File: src/include/chip_settings_pkg.sv
// constants for the chip-settings readback block
// assumes a byte-wide register port and a 100 MHz clk
`default_nettype none
package chip_settings_pkg;

  // register port offsets
  localparam logic [3:0] REPLY_BASE   = 4'h0; // 0x0-0x7 reply window, read only
  localparam logic [3:0] REQ_CMD      = 4'h8; // request byte 0
  localparam logic [3:0] REQ_SUB      = 4'h9; // request byte 1, sub-code
  localparam logic [3:0] SET_BYTE4    = 4'hA; // indicator levels and security
  localparam logic [3:0] SET_BYTE5    = 4'hB; // clock divider
  localparam logic [3:0] SET_BYTE6    = 4'hC; // dac settings
  localparam logic [3:0] CTRL_STATUS  = 4'hD; // w: bit0 go; r: bit0 busy, bit1 ready

  // reply bytes
  localparam logic [7:0] CMD_READ_FLASH  = 8'hB0;
  localparam logic [7:0] SUB_CHIP_SET    = 8'h00;
  localparam logic [7:0] CODE_OK         = 8'h00;
  localparam logic [7:0] CODE_UNSUPPORTED = 8'h01;
  localparam logic [7:0] RECORD_LEN      = 8'h07; // bytes 0..6 of the record
  localparam logic [2:0] LAST_BYTE       = 3'h6;
  localparam logic [2:0] IDX_CMD         = 3'h0;
  localparam logic [2:0] IDX_CODE        = 3'h1;
  localparam logic [2:0] IDX_LEN         = 3'h2;
  localparam logic [2:0] IDX_B4          = 3'h4;
  localparam logic [2:0] IDX_B5          = 3'h5;
  localparam logic [2:0] IDX_B6          = 3'h6;

  // byte 4 fields
  localparam int SERIAL_BIT = 7;
  localparam int RX_BIT     = 6;
  localparam int TX_BIT     = 5;
  localparam int I2C_BIT    = 4;
  localparam int SUSP_BIT   = 3;
  localparam int CFG_BIT    = 2;
  localparam int SEC_HI     = 1;
  // byte 5 / byte 6 fields
  localparam int DIV_HI     = 4;
  localparam int REF_HI     = 7;
  localparam int REF_LO     = 6;
  localparam int REF_SRC    = 5;
  localparam int DAC_HI     = 4;
  localparam logic [7:0] DIV_MASK = 8'h1F;

  // security modes
  localparam logic [1:0] SEC_OPEN     = 2'h0;
  localparam logic [1:0] SEC_PASSWORD = 2'h1;

  // settings after reset
  localparam logic [7:0] SET4_RST = 8'h00;
  localparam logic [7:0] SET5_RST = 8'h00;
  localparam logic [7:0] SET6_RST = 8'h00;

  typedef enum logic [2:0] {
    ST_IDLE  = 3'b001,
    ST_BUILD = 3'b010,
    ST_DONE  = 3'b100
  } build_state_t;

endpackage
`default_nettype wire

File: src/include/reply_buf_if.sv
// write and read ports of the reply byte buffer
// assumes one clock shared by both sides
`timescale 1ns/1ps
`default_nettype none
interface reply_buf_if;
  logic       wr_en;
  logic [2:0] wr_addr;
  logic [7:0] wr_data;
  logic       rd_en;
  logic [2:0] rd_addr;
  logic [7:0] rd_data;

  modport ctrl (output wr_en, output wr_addr, output wr_data,
                output rd_en, output rd_addr, input rd_data);
  modport mem  (input wr_en, input wr_addr, input wr_data,
                input rd_en, input rd_addr, output rd_data);
endinterface
`default_nettype wire

File: src/rtl/chip_settings_readback.sv
// chip-settings readback: builds the read-settings reply and applies settings
// assumes a byte register port, reply read through the reply window,
// and clk standing in for the internal usb clock
//
// Our own choices: the plain strobed port and the register offsets.
`timescale 1ns/1ps
`default_nettype none

module chip_settings_readback (
  // clock and reset
  input  wire logic       clk,
  input  wire logic       reset_n,
  // register port
  input  wire logic [3:0] reg_addr,
  input  wire logic [7:0] reg_wdata,
  input  wire logic       reg_wr,
  input  wire logic       reg_rd,
  output logic      [7:0] reg_rdata,
  // activity and status inputs
  input  wire logic       uart_rx_active,
  input  wire logic       uart_tx_active,
  input  wire logic       i2c_active,
  input  wire logic       usb_suspended,
  input  wire logic       usb_configured,
  // pin function enables
  input  wire logic       i2c_indicator_en,
  input  wire logic       suspend_indicator_en,
  input  wire logic       configured_indicator_en,
  input  wire logic       clock_out_en,
  // password checked elsewhere
  input  wire logic       password_ok,
  // indicator pins
  output logic            rx_activity_indicator,
  output logic            tx_activity_indicator,
  output logic            i2c_activity_indicator,
  output logic            suspend_indicator,
  output logic            configured_indicator,
  // clock reference pin
  output logic            clock_ref_out,
  // enumeration and security
  output logic            serial_number_enable,
  output logic            config_locked,
  output logic            config_password_mode,
  output logic            settings_write_blocked,
  // dac control
  output logic      [1:0] dac_ref_level,
  output logic            dac_ref_internal,
  output logic      [4:0] dac_value
);

  // ****************************************
  // state and wires
  // ****************************************
  chip_settings_pkg::build_state_t state_q;
  chip_settings_pkg::build_state_t state_d;

  logic [7:0] req_cmd_q;
  logic [7:0] req_sub_q;
  logic [7:0] set4_q;
  logic [7:0] set5_q;
  logic [7:0] set6_q;
  logic [2:0] idx_q;
  logic       ready_q;
  logic       power_up_q;
  logic [4:0] div_cnt_q;
  logic [7:0] reg_rdata_q;
  logic       win_sel_q;

  logic [7:0] rx_q;
  logic [7:0] ctrl_rd;
  logic       sel_window;
  logic       sel_cmd;
  logic       sel_sub;
  logic       sel_s4;
  logic       sel_s5;
  logic       sel_s6;
  logic       sel_ctrl;
  logic       go;
  logic       sec_locked;
  logic       sec_pw;
  logic       set_wr_ok;
  logic       supported;
  logic       busy;
  logic [7:0] byte_val;
  logic [4:0] div_val;
  logic       div_hit;

  reply_buf_if buf_bus ();

  reply_buf u_reply_buf (
    .clk      (clk),
    .reset_n  (reset_n),
    .buf_port (buf_bus.mem)
  );

  // ****************************************
  // address decode
  // ****************************************

  // one select per register
  assign sel_window = (reg_addr[3] == chip_settings_pkg::REPLY_BASE[3]);
  assign sel_cmd    = (reg_addr == chip_settings_pkg::REQ_CMD);
  assign sel_sub    = (reg_addr == chip_settings_pkg::REQ_SUB);
  assign sel_s4     = (reg_addr == chip_settings_pkg::SET_BYTE4);
  assign sel_s5     = (reg_addr == chip_settings_pkg::SET_BYTE5);
  assign sel_s6     = (reg_addr == chip_settings_pkg::SET_BYTE6);
  assign sel_ctrl   = (reg_addr == chip_settings_pkg::CTRL_STATUS);
  assign busy       = (state_q != chip_settings_pkg::ST_IDLE);
  assign go         = reg_wr && sel_ctrl && reg_wdata[0] && !busy;

  // ****************************************
  // security mode
  // ****************************************

  // locked when the upper bit is set, password when only the low bit is
  assign sec_locked = set4_q[chip_settings_pkg::SEC_HI];
  assign sec_pw     = (set4_q[chip_settings_pkg::SEC_HI:0]
                       == chip_settings_pkg::SEC_PASSWORD);
  assign set_wr_ok  = !sec_locked && (!sec_pw || password_ok);

  // ****************************************
  // request and settings registers
  // ****************************************

  // request bytes are always writable
  always_ff @(posedge clk)
  begin
    if (!reset_n)
    begin
      req_cmd_q <= 8'h00;
      req_sub_q <= 8'h00;
    end
    else
    begin
      if (reg_wr && sel_cmd)
        req_cmd_q <= reg_wdata;
      if (reg_wr && sel_sub)
        req_sub_q <= reg_wdata;
    end
  end

  // stored settings, writes dropped while secured
  always_ff @(posedge clk)
  begin
    if (!reset_n)
    begin
      set4_q <= chip_settings_pkg::SET4_RST;
      set5_q <= chip_settings_pkg::SET5_RST;
      set6_q <= chip_settings_pkg::SET6_RST;
    end
    else if (reg_wr && set_wr_ok)
    begin
      if (sel_s4)
        set4_q <= reg_wdata;
      if (sel_s5)
        set5_q <= reg_wdata & chip_settings_pkg::DIV_MASK;
      if (sel_s6)
        set6_q <= reg_wdata;
    end
  end

  // ****************************************
  // reply builder
  // ****************************************

  // only the read command with the chip-settings sub-code is answered in full
  assign supported = (req_cmd_q == chip_settings_pkg::CMD_READ_FLASH)
                  && (req_sub_q == chip_settings_pkg::SUB_CHIP_SET);

  // byte for the current index; unlisted bytes are zero
  always_comb
  begin
    byte_val = 8'h00;
    case (idx_q)
      chip_settings_pkg::IDX_CMD:
        byte_val = req_cmd_q;
      chip_settings_pkg::IDX_CODE:
        byte_val = supported ? chip_settings_pkg::CODE_OK
                             : chip_settings_pkg::CODE_UNSUPPORTED;
      chip_settings_pkg::IDX_LEN:
        byte_val = supported ? chip_settings_pkg::RECORD_LEN : 8'h00;
      chip_settings_pkg::IDX_B4:
        byte_val = supported ? set4_q : 8'h00;
      chip_settings_pkg::IDX_B5:
        byte_val = supported ? (set5_q & chip_settings_pkg::DIV_MASK) : 8'h00;
      chip_settings_pkg::IDX_B6:
        byte_val = supported ? set6_q : 8'h00;
      default:
        byte_val = 8'h00;
    endcase
  end

  // next state
  always_comb
  begin
    state_d = state_q;
    case (state_q)
      chip_settings_pkg::ST_IDLE:
        if (go)
          state_d = chip_settings_pkg::ST_BUILD;
      chip_settings_pkg::ST_BUILD:
        if (idx_q == chip_settings_pkg::LAST_BYTE)
          state_d = chip_settings_pkg::ST_DONE;
      chip_settings_pkg::ST_DONE:
        state_d = chip_settings_pkg::ST_IDLE;
      default:
        state_d = chip_settings_pkg::ST_IDLE;
    endcase
  end

  // state, byte index and ready flag
  always_ff @(posedge clk)
  begin
    if (!reset_n)
    begin
      state_q <= chip_settings_pkg::ST_IDLE;
      idx_q   <= 3'h0;
      ready_q <= 1'b0;
    end
    else
    begin
      state_q <= state_d;
      idx_q   <= (state_q == chip_settings_pkg::ST_BUILD) ? idx_q + 3'h1 : 3'h0;
      if (state_q == chip_settings_pkg::ST_DONE)
        ready_q <= 1'b1;
      else if (go)
        ready_q <= 1'b0;
    end
  end

  // buffer writes during build, reads from the reply window
  assign buf_bus.wr_en   = (state_q == chip_settings_pkg::ST_BUILD);
  assign buf_bus.wr_addr = idx_q;
  assign buf_bus.wr_data = byte_val;
  assign buf_bus.rd_en   = reg_rd && sel_window;
  assign buf_bus.rd_addr = reg_addr[2:0];

  // ****************************************
  // read path
  // ****************************************

  // status: bit0 busy, bit1 reply ready
  assign ctrl_rd = {6'h00, ready_q, busy};

  // register read mux, unmapped reads give zero
  always_comb
  begin
    rx_q = 8'h00;
    if (sel_cmd)
      rx_q = req_cmd_q;
    else if (sel_sub)
      rx_q = req_sub_q;
    else if (sel_s4)
      rx_q = set4_q;
    else if (sel_s5)
      rx_q = set5_q;
    else if (sel_s6)
      rx_q = set6_q;
    else if (sel_ctrl)
      rx_q = ctrl_rd;
  end

  // read data one cycle after the strobe, zero otherwise
  always_ff @(posedge clk)
  begin
    if (!reset_n)
    begin
      reg_rdata_q <= 8'h00;
      win_sel_q   <= 1'b0;
    end
    else
    begin
      reg_rdata_q <= reg_rd ? rx_q : 8'h00;
      win_sel_q   <= reg_rd && sel_window;
    end
  end

  assign reg_rdata = win_sel_q ? buf_bus.rd_data : reg_rdata_q;

  // ****************************************
  // indicator pins
  // ****************************************

  // idle level from the settings, inverted while the condition holds
  always_ff @(posedge clk)
  begin
    if (!reset_n)
    begin
      rx_activity_indicator  <= 1'b0;
      tx_activity_indicator  <= 1'b0;
      i2c_activity_indicator <= 1'b0;
      suspend_indicator      <= 1'b0;
      configured_indicator   <= 1'b0;
    end
    else
    begin
      rx_activity_indicator  <= set4_q[chip_settings_pkg::RX_BIT] ^ uart_rx_active;
      tx_activity_indicator  <= set4_q[chip_settings_pkg::TX_BIT] ^ uart_tx_active;
      i2c_activity_indicator <= set4_q[chip_settings_pkg::I2C_BIT]
                                ^ (i2c_indicator_en && i2c_active);
      suspend_indicator      <= set4_q[chip_settings_pkg::SUSP_BIT]
                                ^ (suspend_indicator_en && usb_suspended);
      configured_indicator   <= set4_q[chip_settings_pkg::CFG_BIT]
                                ^ (configured_indicator_en && usb_configured);
    end
  end

  // ****************************************
  // enumeration and security outputs
  // ****************************************

  always_ff @(posedge clk)
  begin
    if (!reset_n)
    begin
      serial_number_enable   <= 1'b0;
      config_locked          <= 1'b0;
      config_password_mode   <= 1'b0;
      settings_write_blocked <= 1'b0;
    end
    else
    begin
      serial_number_enable   <= set4_q[chip_settings_pkg::SERIAL_BIT];
      config_locked          <= sec_locked;
      config_password_mode   <= sec_pw;
      settings_write_blocked <= !set_wr_ok;
    end
  end

  // ****************************************
  // clock reference divider
  // ****************************************

  // toggle every divider+1 cycles; held low when the pin is not a clock output
  assign div_val = set5_q[chip_settings_pkg::DIV_HI:0];
  assign div_hit = (div_cnt_q >= div_val);

  always_ff @(posedge clk)
  begin
    if (!reset_n || !clock_out_en)
    begin
      div_cnt_q     <= 5'h00;
      clock_ref_out <= 1'b0;
    end
    else if (div_hit)
    begin
      div_cnt_q     <= 5'h00;
      clock_ref_out <= !clock_ref_out;
    end
    else
      div_cnt_q <= div_cnt_q + 5'h01;
  end

  // ****************************************
  // dac settings
  // ****************************************

  // reference follows the settings; value loaded once after reset
  always_ff @(posedge clk)
  begin
    if (!reset_n)
    begin
      dac_ref_level    <= 2'h0;
      dac_ref_internal <= 1'b0;
      dac_value        <= 5'h00;
      power_up_q       <= 1'b1;
    end
    else
    begin
      dac_ref_level    <= set6_q[chip_settings_pkg::REF_HI:chip_settings_pkg::REF_LO];
      dac_ref_internal <= set6_q[chip_settings_pkg::REF_SRC];
      power_up_q       <= 1'b0;
      if (power_up_q)
        dac_value <= set6_q[chip_settings_pkg::DAC_HI:0];
    end
  end

endmodule
`default_nettype wire

File: src/rtl/reply_buf.sv
// eight-byte reply buffer with registered read data
// assumes clk and synchronous active-low reset_n
`timescale 1ns/1ps
`default_nettype none
module reply_buf (
  // clock and reset
  input  wire logic clk,
  input  wire logic reset_n,
  // buffer ports
  reply_buf_if.mem  buf_port
);

  logic [7:0] mem_q [8];
  logic [7:0] rd_data_q;

  // byte store, write side
  always_ff @(posedge clk)
  begin
    if (buf_port.wr_en)
      mem_q[buf_port.wr_addr] <= buf_port.wr_data;
  end

  // read data register
  always_ff @(posedge clk)
  begin
    if (!reset_n)
      rd_data_q <= 8'h00;
    else if (buf_port.rd_en)
      rd_data_q <= mem_q[buf_port.rd_addr];
  end

  assign buf_port.rd_data = rd_data_q;

endmodule
`default_nettype wire

File: config.mk
export PLATFORM = sky130hd
export DESIGN_NAME = chip_settings_readback
export DESIGN_NICKNAME = d
export VERILOG_FILES = /design/src/include/chip_settings_pkg.sv /design/src/include/reply_buf_if.sv /design/src/rtl/chip_settings_readback.sv /design/src/rtl/reply_buf.sv
export SDC_FILE = /design/constraint.sdc
export NUM_CORES = 1
export LEC_CHECK = 0
export BUFFER_PORTS_ARGS = -buffer_cell sky130_fd_sc_hd__buf_2
export CORE_MARGIN = 2
export CORE_UTILIZATION = 45
export CTS_CLUSTER_SIZE = 24
export DETAILED_ROUTE_END_ITERATION = 8
export GPL_ROUTABILITY_DRIVEN = 1
export HOLD_SLACK_MARGIN = 0.05
export MAX_ROUTING_LAYER = met4
export PLACE_DENSITY_LB_ADDON = 0.08
export SYNTH_ARGS = -nofsm -noshare
export SYNTH_HDL_FRONTEND = slang
export SYNTH_SLANG_ARGS = --single-unit
export TNS_END_PERCENT = 20
File: constraint.sdc
create_clock -name clk -period 2.4 [get_ports clk]
set_input_delay 0.36 -clock clk [delete_from_list [all_inputs] [get_ports clk]]
set_output_delay 0.36 -clock clk [all_outputs]
set_load 0.05 [all_outputs]
==> results of run 1 <==
[kinds of logic (layout without fill, tap and decap cells)]
family | after synthesis | in the layout | share of synthesized area
AND/OR/NAND/NOR | 170 | 170 | 0.138
AO/OA/AOI/OAI | 89 | 89 | 0.0948
flip-flops | 149 | 149 | 0.577
buffers and inverters | 41 | 115 | 0.0271
multiplexers | 61 | 61 | 0.131
adder cells (fa/ha/maj) | 10 | 10 | 0.0199
XOR/XNOR | 9 | 9 | 0.0125
[final timing paths]
check	from	endpoint	slack, ps	depth (start not counted)
worst max register to register	buf_bus.wr_addr[1]	u_reply_buf.mem_q[5][0]	210	6
worst min register to register	div_cnt_q[0]	div_cnt_q[0]	460	1
worst max-delay path	buf_bus.wr_addr[1]	u_reply_buf.mem_q[5][0]	210	6
worst min-delay path	uart_tx_active	tx_activity_indicator	190	3
[sequential cells by signal (all words and copies together), names as in the netlist, 5 cells and up]
name,flops
set4_q,8
req_cmd_q,8
reg_rdata_q,8
set6_q,8
div_cnt_q,5
u_reply_buf.buf_port.rd_data,8
set5_q,5
req_sub_q,8
dac_value,5
u_reply_buf.mem_q,64
[through the flow]
step | instances | hold slack (ps) | utilization
finish | 783 | 192 | 0.539
global route | 783 | 202 | 0.539
CTS | 783 | 178 | 0.539
detailed placement | 751 | 457 | 0.495
global placement | 751 | 451 | 0.495
floorplan | 529 | 430 | -
[routing by layer]
metal	up-vias	track usage
met5	-	-
met4	0	0.0647
met3	11	0.0534
met2	160	0.311
met1	2188	0.326
li1	2072	-
[placed cells by master (no fill, tap or decap), types with 10 or more instances in the layout]
| cell | synthesis | layout |
|---|---|---|
| inv_1 | 10 | 10 |
| mux2i_1 | 36 | 36 |
| clkbuf_16 | 0 | 19 |
| edfxtp_1 | 64 | 64 |
| buf_2 | 7 | 51 |
| a21oi_1 | 38 | 38 |
| nor2_1 | 60 | 60 |
| buf_4 | 2 | 20 |
| nand2_1 | 37 | 37 |
| ha_1 | 10 | 10 |
| a22o_1 | 11 | 11 |
| dfxtp_1 | 85 | 85 |
| nand3_1 | 23 | 23 |
| nand2b_1 | 11 | 11 |
| mux4_2 | 16 | 16 |
[where the power goes]
| group | total (W) | switching, W | leakage (nW) | internal [W] |
|---|---|---|---|---|
| clock network | 0.00268 | 0.00104 | 0.299 | 0.00164 |
| registers | 0.00268 | 0.0000255 | 1.16 | 0.00265 |
| logic | 0.000271 | 0.000173 | 1.14 | 0.0000977 |
[area by class of cell]
type	count	area, um2	area share
inverter	11	41.3	0.00556
timing repair buffer	72	425	0.0573
sequential	149	3620	0.488
clock buffer	23	522	0.0703
multi-input combinational	339	2500	0.336
tap	180	225	0.0303
clock inverter	9	87.6	0.0118
[critical path, delay by kind of cell (launching register included)]
| family | cells | cell delay (ps) |
|---|---|---|
| buffers and inverters | 1 | 140 |
| and+or+nand+nor | 1 | 70 |
| DFF | 1 | 380 |
| AOI/OAI and AO/OA | 3 | 850 |
| adders and majority gates | 1 | 470 |
==> impl_results.md, run 1 <==
- GP Congestion: 0.873
- Slowest-stage cell, CP: ha_1
- Min cycle time layout: 2190 ps
- Antenna-violating nets left: 0
- RSZ-0062 raised after global routing: no
- Max_slew headroom: 0.592
- Post-Syn Area: 0.00628 mm2
- Most frequent cell after synthesis: dfxtp_1
- Post-synth EDFFs: 64
- Worst hold-check path type: input port to flip-flop
- Pleak: 2.60 nW
- Slew Viols, Final: 0
- Crit Path Max Fanout: 12
- Total power: 0.00563 W
- Number of DRC markers in iteration 0: 383
- Worst-Margin Slew: 610 ps
- CTS tree: yes
- Area after DPL: 0.00681 mm2
- Critical path arrival: 2340 ps
- Status: completed
- Hold_buf cts: 0
- Initial antenna violation count: 0
- Residual DRC: 0
- Uppermost layer routed: met4
- Initial Util: 0.456
- #FFs+latches synth: 149
- Number of port buffers: 51
- Row cnt: 43
- Worst-path clk slew: 60 ps
- Via-per-instance ratio: 5.66
- Synth cell types: 53
- Die area: 0.0149 mm2
- Horiz. Die Dim: 122 um
- Largest net degree at the start of global routing: 52
- Design area: 0.00742 mm2
- Yosys Warn Count: 0
- Antenna Cells: 0
- Max Cap Viol: 0
- Top-area cell type share of the netlist area: 0.306
- Pre-CTS setup slack: 245 ps
- Nets: 626
- Die H: 122 um
- Met3 WL: 944 um
- First-pass GRT wire length: 23900 um
- All-Layer GR Usage: 0.224
- CP peak stage delay: 470 ps
- WP data required: 2550 ps
- Dominant synthesized flop cell: dfxtp_1
- Fin crit share: 0.911
- Final setup TNS: 0 ps
- Mapped Cells: 529
- Post_cts resized: 0
- Layout area overhead: 18.1%
- Core Region: 0.0138 mm2
- Power Density: 758 mW/mm2
- CP dominant cell by count: a21oi_1
- Most common library cells after synthesis: dfxtp_1, edfxtp_1, nor2_1
- Post-Syn Area per Cell: 11.9 um2
- CTS Buf Count: 17
- Clk sinks: 149
- WL final: 15300 um
- Asr flop ratio synth: 0
- H-tree depth: 4
- M1 WL: 7370 um
- Worst skew pair latency: 420 ps
- DR WL/cell: 19.5 um
- Dpl hpwl: 10800 um
- Clk_skew: 9.07 ps
- Max VDD drop: 0.477 mV
- CP Class: flip-flop to flip-flop
- Fillers: 1228
- Ports: 52
- Endpoint class of the critical path: flip-flop
- Final Hold Vio Count: 0
- Number of global-route vias before repair: 4160
- GRT Residual Overflow: 0
- Setup ws final: 214 ps
- Met2 wire length: 6850 um
- Cell taking the most area after synthesis: edfxtp_1
- Area contributors post-synth: edfxtp_1, dfxtp_1, mux2i_1
- Fmax: 457 MHz
- # setup viols final: 0
- Worst setup SP type: flip-flop
- Clk root buf: clkbuf_16
- Sequential share of the synthesized area: 0.577
- Vias: 4431
- CTS max path bufs: 2
- Setup Fix Bufs, Post-CTS: 0
- Critical Path, Cell by Cell: inv_1 -> ha_1 -> a222oi_1 -> a21oi_1 -> nand2_1 -> a21oi_1
- Share of layout cells above drive strength 1: 0.229
- DRT Pass-1 Iters: 5
- Post-Syn Nets: 565
Power figures use the tool's default switching activity.
==> run 2, diff against run 1 <==
--- a/config.mk
+++ b/config.mk
@@ -6,7 +6,6 @@
 export NUM_CORES = 1
 export LEC_CHECK = 0
 export BUFFER_PORTS_ARGS = -buffer_cell sky130_fd_sc_hd__buf_2
-export CORE_MARGIN = 2
 export CORE_UTILIZATION = 45
 export CTS_CLUSTER_SIZE = 24
 export DETAILED_ROUTE_END_ITERATION = 8
@@ -14,7 +13,9 @@
 export HOLD_SLACK_MARGIN = 0.05
 export MAX_ROUTING_LAYER = met4
 export PLACE_DENSITY_LB_ADDON = 0.08
+export SLEW_MARGIN = 20
 export SYNTH_ARGS = -nofsm -noshare
 export SYNTH_HDL_FRONTEND = slang
+export SYNTH_HIERARCHICAL = 1
 export SYNTH_SLANG_ARGS = --single-unit
 export TNS_END_PERCENT = 20
==> impl_results.md, run 2 <==
- WP data required: 2530 ps
- Power Density: 757 mW/mm2
- Top reg by flops: u_reply_buf/mem_q
- Largest family of logic cells by synthesized area: multiplexers
- Horiz. Die Dim: 121 um
- Synth Area in Compound Gates: 0.0954
- Max Cap Viol: 0
- DRT Pass-1 Iters: 4
- Crit Path Max Fanout: 10
- Adder-cell share of the synthesized area: 0.0216
- Critical path arrival: 2370 ps
- Ports: 52
- #FFs+latches synth: 149
- Yosys Warn Count: 6
- Clk_skew: 9.08 ps
- Clk sinks: 149
- CTS tree: yes
- Portion of netlist area occupied by mux cells: 0.148
- Max_slew headroom: 0.522
- Final Hold Vio Count: 0
- Internal: 0.00442 W
- Fmax: 447 MHz
- Flip-flop count of the largest register after layout: 64
- Initial Util: 0.461
- Area contributors post-synth: edfxtp_1, dfxtp_1, mux2i_1
- Worst-Margin Slew: 709 ps
- Simple-Gate Fraction of Synth Area: 0.118
- Clock power frac: 0.482
- Top-area cell type share of the netlist area: 0.302
- Min cycle time layout: 2240 ps
- Number of global-route vias before repair: 4278
- Combinational power share: 0.047
- Post-Syn Area: 0.00637 mm2
- Post-Syn Area per Cell: 11.9 um2
- Endpoint class of the critical path: flip-flop
- Share of layout cells above drive strength 1: 0.217
- All-Layer GR Usage: 0.226
- # setup viols final: 0
- Post_cts resized: 0
- WL final: 15000 um
- Most frequent cells in the layout: dfxtp_1, nor2_1, mux2i_1, edfxtp_1, buf_2
- CP Class: flip-flop to flip-flop
- Status: completed
- Initial antenna violation count: 0
- Antenna Cells: 0
- Vias: 4283
- Number of DRC markers in iteration 0: 336
- Slew Viols, Final: 0
- Most frequent cell after synthesis: dfxtp_1
- Cell taking the most area after synthesis: edfxtp_1
- CTS Buf Count: 17
- Post-synthesis xor/xnor area fraction: 0.0124
- H-tree depth: 4
- Clk root buf: clkbuf_16
- Layout area overhead: 17.5%
- DR WL/cell: 19.0 um
- Reg-to-reg startpoint: buf_bus.wr_addr[0]
- Most common cell after layout, fill and taps aside: dfxtp_1
- Pleak: 2.89 nW
- Post-synth EDFFs: 64
- Sequential share of the synthesized area: 0.569
- Sequential power share: 0.472
- Synth cell types: 58
- Mapped Cells: 535
- Worst skew pair latency: 420 ps
- Nets: 636
- Hold_buf cts: 0
- Critical Path Start: buf_bus.wr_addr[0]
- First-pass GRT wire length: 23700 um
- Sw Ratio: 0.221
- Antenna-violating nets left: 0
- Setup ws final: 162 ps
- RSZ-0062 raised after global routing: no
- Asr flop ratio synth: 0
- Fin crit share: 0.933
- FF-to-FF End: u_reply_buf/mem_q[3][4]
- Most common library cells after synthesis: dfxtp_1, nor2_1, edfxtp_1, mux2i_1, nand2_1
- Number of port buffers: 51
- Post-Syn Nets: 572
- Dpl hpwl: 10600 um
- Setup Fix Bufs, Post-CTS: 0
- Worst setup endpoint: u_reply_buf/mem_q[3][4]
- P_sw: 0.00125 W
- Worst hold-check path type: input port to flip-flop
- Row cnt: 43
- Die area: 0.0146 mm2
- Pre-CTS setup slack: 114 ps
- Core Region: 0.0138 mm2
- Worst setup SP type: flip-flop
- CTS max path bufs: 2
- GRT Residual Overflow: 0
- Largest net degree at the start of global routing: 34
- Final setup TNS: 0 ps
- Reg2Reg Setup Slack: 160 ps
- Dominant synthesized flop cell: dfxtp_1
- Worst-path clk slew: 60 ps
- Die H: 121 um
- Via-per-instance ratio: 5.41
- R2R cell count: 6
- Residual DRC: 0
- Max VDD drop: 0.394 mV
- GP Congestion: 0.885
-- run 2: cell types whose count changed after synthesis, moves of 5 or more --
cell / previous run / this run
nand2_1: 37 / 19
a221o_1: 0 / 7
nor2_1: 60 / 79
o2bb2ai_1: 0 / 6
clkbuf_1: 20 / 14
a21oi_1: 38 / 15
mux4_2: 16 / 1
mux2i_1: 36 / 64
o22ai_1: 2 / 7
nand3_1: 23 / 7
mux2_2: 9 / 17
mux2_1: 0 / 8
-- run 2: cell families after synthesis --
group | count (synthesis)
flops | 149
compound gates | 83
buf+inv | 41
mux | 90
fa+ha+maj | 11
simple gates | 152
xor+xnor | 9
-- run 2: per-layer routing --
layer	wire length, um	GRT usage	vias up
li1	-	-	2093
met1	6820	0.281	2078
met2	7330	0.365	96
met3	620	0.0418	16
met4	247	0.0910	0
met5	0	-	-
-- run 2: layout make-up --
| type | instances | area, um2 |
|---|---|---|
| sequential | 149 | 3620 |
| clock inverter | 12 | 135 |
| multi-input combinational | 345 | 2530 |
| timing repair buffer | 75 | 448 |
| inverter | 11 | 41.3 |
| tap | 180 | 225 |
| clock buffer | 20 | 480 |
| fill | 1211 | 6340 |
-- run 2: worst min-delay path by stage --
stage / endpoint / start / slack, ps / cells after the start
after global routing: rx_activity_indicator / uart_rx_active / 180 / 3
after floorplan: div_cnt_q[0] / div_cnt_q[0] / 430 / 1
after global placement: div_cnt_q[0] / div_cnt_q[0] / 450 / 1
after detailed placement: div_cnt_q[0] / div_cnt_q[0] / 470 / 1
after CTS: tx_activity_indicator / uart_tx_active / 170 / 3
final: tx_activity_indicator / uart_tx_active / 180 / 3
-- run 2: through the flow --
step           std cells  utilization  area, um2  hold slack (ps)  total power, W
2_1_floorplan        535            -       6370              430         0.00291
3_3_place_gp         760        0.496       6860              447         0.00299
3_5_place_dp         760        0.496       6860              471         0.00299
4_1_cts              792        0.540       7470              173         0.00572
5_1_grt              792        0.541       7480              178         0.00584
6_report             792        0.541       7480              184         0.00567
-- run 2: power by group through the flow --
stage	Sequential, W	Clock, W	Combinational, W
global route	0.00267	0.00288	0.000288
detailed placement	0.00273	0	0.000265
finish	0.00267	0.00273	0.000264
CTS	0.00267	0.00278	0.000266
global placement	0.00273	0	0.000263
floorplan	0.00274	0	0.000163
-- run 2: worst max-delay path, cell delays in order, from the launching register on --
cell	delay (ps)
dfxtp_1	400
inv_1	120
ha_1	170
buf_4	180
nor2b_1	460
nand2_1	120
a21oi_1	510
==> run 3, diff against run 2 <==
--- a/config.mk
+++ b/config.mk
@@ -6,7 +6,7 @@
 export NUM_CORES = 1
 export LEC_CHECK = 0
 export BUFFER_PORTS_ARGS = -buffer_cell sky130_fd_sc_hd__buf_2
-export CORE_UTILIZATION = 45
+export CORE_UTILIZATION = 35
 export CTS_CLUSTER_SIZE = 24
 export DETAILED_ROUTE_END_ITERATION = 8
 export GPL_ROUTABILITY_DRIVEN = 1
==> impl_results.md, run 3 (synthesized netlist as in run 2, its figures left out) <==
- Initial Util: 0.363
- First-pass GRT wire length: 24500 um
- Fmax: 469 MHz
- Top reg by flops: u_reply_buf/mem_q
- CTS max path bufs: 2
- Most frequent cells in the layout: dfxtp_1, nor2_1, mux2i_1, edfxtp_1, buf_2
- Largest net degree at the start of global routing: 36
- DRT Pass-1 Iters: 6
- Dpl hpwl: 11200 um
- Die area: 0.0187 mm2
- GP Congestion: 0.795
- Max_slew headroom: 0.491
- Initial antenna violation count: 0
- CP Class: flip-flop to flip-flop
- Number of port buffers: 51
- Worst skew pair latency: 430 ps
- Slew Viols, Final: 0
- GR peak layer: met2
- Vias: 4326
- Residual DRC: 0
- Clk root buf: clkbuf_16
- Worst hold-check path type: input port to flip-flop
- H-tree depth: 4
- Layout area overhead: 17.9%
- Most common cell after layout, fill and taps aside: dfxtp_1
- Number of global-route vias before repair: 4177
- M1 GR Usage: 0.260
- DR WL/cell: 18.9 um
- Horiz. Die Dim: 137 um
- Total power: 0.00559 W
- WL final: 15800 um
- Ports: 52
- Worst-path clk slew: 60 ps
- Via-per-instance ratio: 5.19
- CTS Buf Count: 17
- CTS tree: yes
- All-Layer GR Usage: 0.186
- Crit Path Max Fanout: 10
- WP data required: 2570 ps
- Reg2Reg Setup Slack: 270 ps
- Share of layout cells above drive strength 1: 0.215
- Antenna Cells: 0
- Number of DRC markers in iteration 0: 315
- Largest delay share family, worst path: simple AND/OR/NAND/NOR gates
- Endpoint class of the critical path: flip-flop
- Worst setup SP type: flip-flop
- Slowest-stage cell, CP: nor2b_1
- Hold_buf cts: 0
- # setup viols final: 0
- Status: completed
- Fin crit share: 0.889
- Die H: 137 um
- CP peak stage delay: 410 ps
- Critical Path, Cell by Cell: inv_1 -> ha_1 -> buf_4 -> nor2b_1 -> a22oi_1 -> nor2_1
- Min cycle time layout: 2130 ps
- Worst-Margin Slew: 755 ps
- Critical path arrival: 2310 ps
- Flip-flop count of the largest register after layout: 64
- Max Cap Viol: 0
- Antenna-violating nets left: 0
- Clk_skew: 10.9 ps
- Final Hold Vio Count: 0
- GRT Residual Overflow: 0
- Row cnt: 48
- Clk sinks: 149
- Bufs and invs on worst path: 2
- Final setup TNS: 0 ps
- Power Density: 744 mW/mm2
- Core Region: 0.0175 mm2
- Max VDD drop: 0.532 mV
- RSZ-0062 raised after global routing: no
- Global Route met3 Usage: 0.0389
- Nets: 634
- Pleak: 2.87 nW
- Global Route met2 Usage: 0.270
## run 3: stage by stage
step / utilization / cells / hold slack, ps / setup slack (ps) / area, um2
after global placement: 0.393 / 803 / 460 / 155 / 6900
final: 0.429 / 833 / 175 / 267 / 7520
after detailed placement: 0.394 / 803 / 468 / 205 / 6910
after CTS: 0.428 / 833 / 164 / 183 / 7500
after floorplan: - / 535 / 430 / 516 / 6370
after global routing: 0.429 / 833 / 213 / 0.193 / 7520
## run 3: final cells by class
cell class | count | area, um2
multi-input cells | 345 | 2540
inverters | 11 | 41.3
repair buffers | 73 | 433
flip-flops and latches | 149 | 3620
clock inverters | 5 | 61.3
well taps | 225 | 282
clock buffers | 25 | 531
fillers | 1685 | 10000
## run 3: repair_timing
item	4_1_cts	5_1_grt
resized for setup	0	6
setup endpoints to repair	0	48
buffers inserted	0	0
## run 3: final timing paths
| path | end | from | depth (start not counted) |
|---|---|---|---|
| max reg2reg | u_reply_buf/mem_q[6][2] | buf_bus.wr_addr[0] | 6 |
| min | tx_activity_indicator | uart_tx_active | 3 |
| min reg2reg | div_cnt_q[0] | div_cnt_q[0] | 1 |
| max | u_reply_buf/mem_q[6][2] | buf_bus.wr_addr[0] | 6 |
## run 3: where the power goes
part / total (W) / leakage (nW) / internal, W / switching [W]
sequential: 0.00268 / 1.15 / 0.00265 / 0.0000223
combinational: 0.000270 / 1.42 / 0.0000947 / 0.000175
clock: 0.00264 / 0.289 / 0.00164 / 0.00101
## run 3: tightest hold or removal path, stage by stage
cell and delay [ps]:
buf_2 80, xnor2_1 50, nor2_1 70
## run 3: routing by layer
layer | vias to the layer above | routed length (um)
li1 | 2094 | -
met1 | 2121 | 7860
met4 | 0 | 183
met2 | 96 | 7060
met3 | 15 | 652
met5 | - | 0
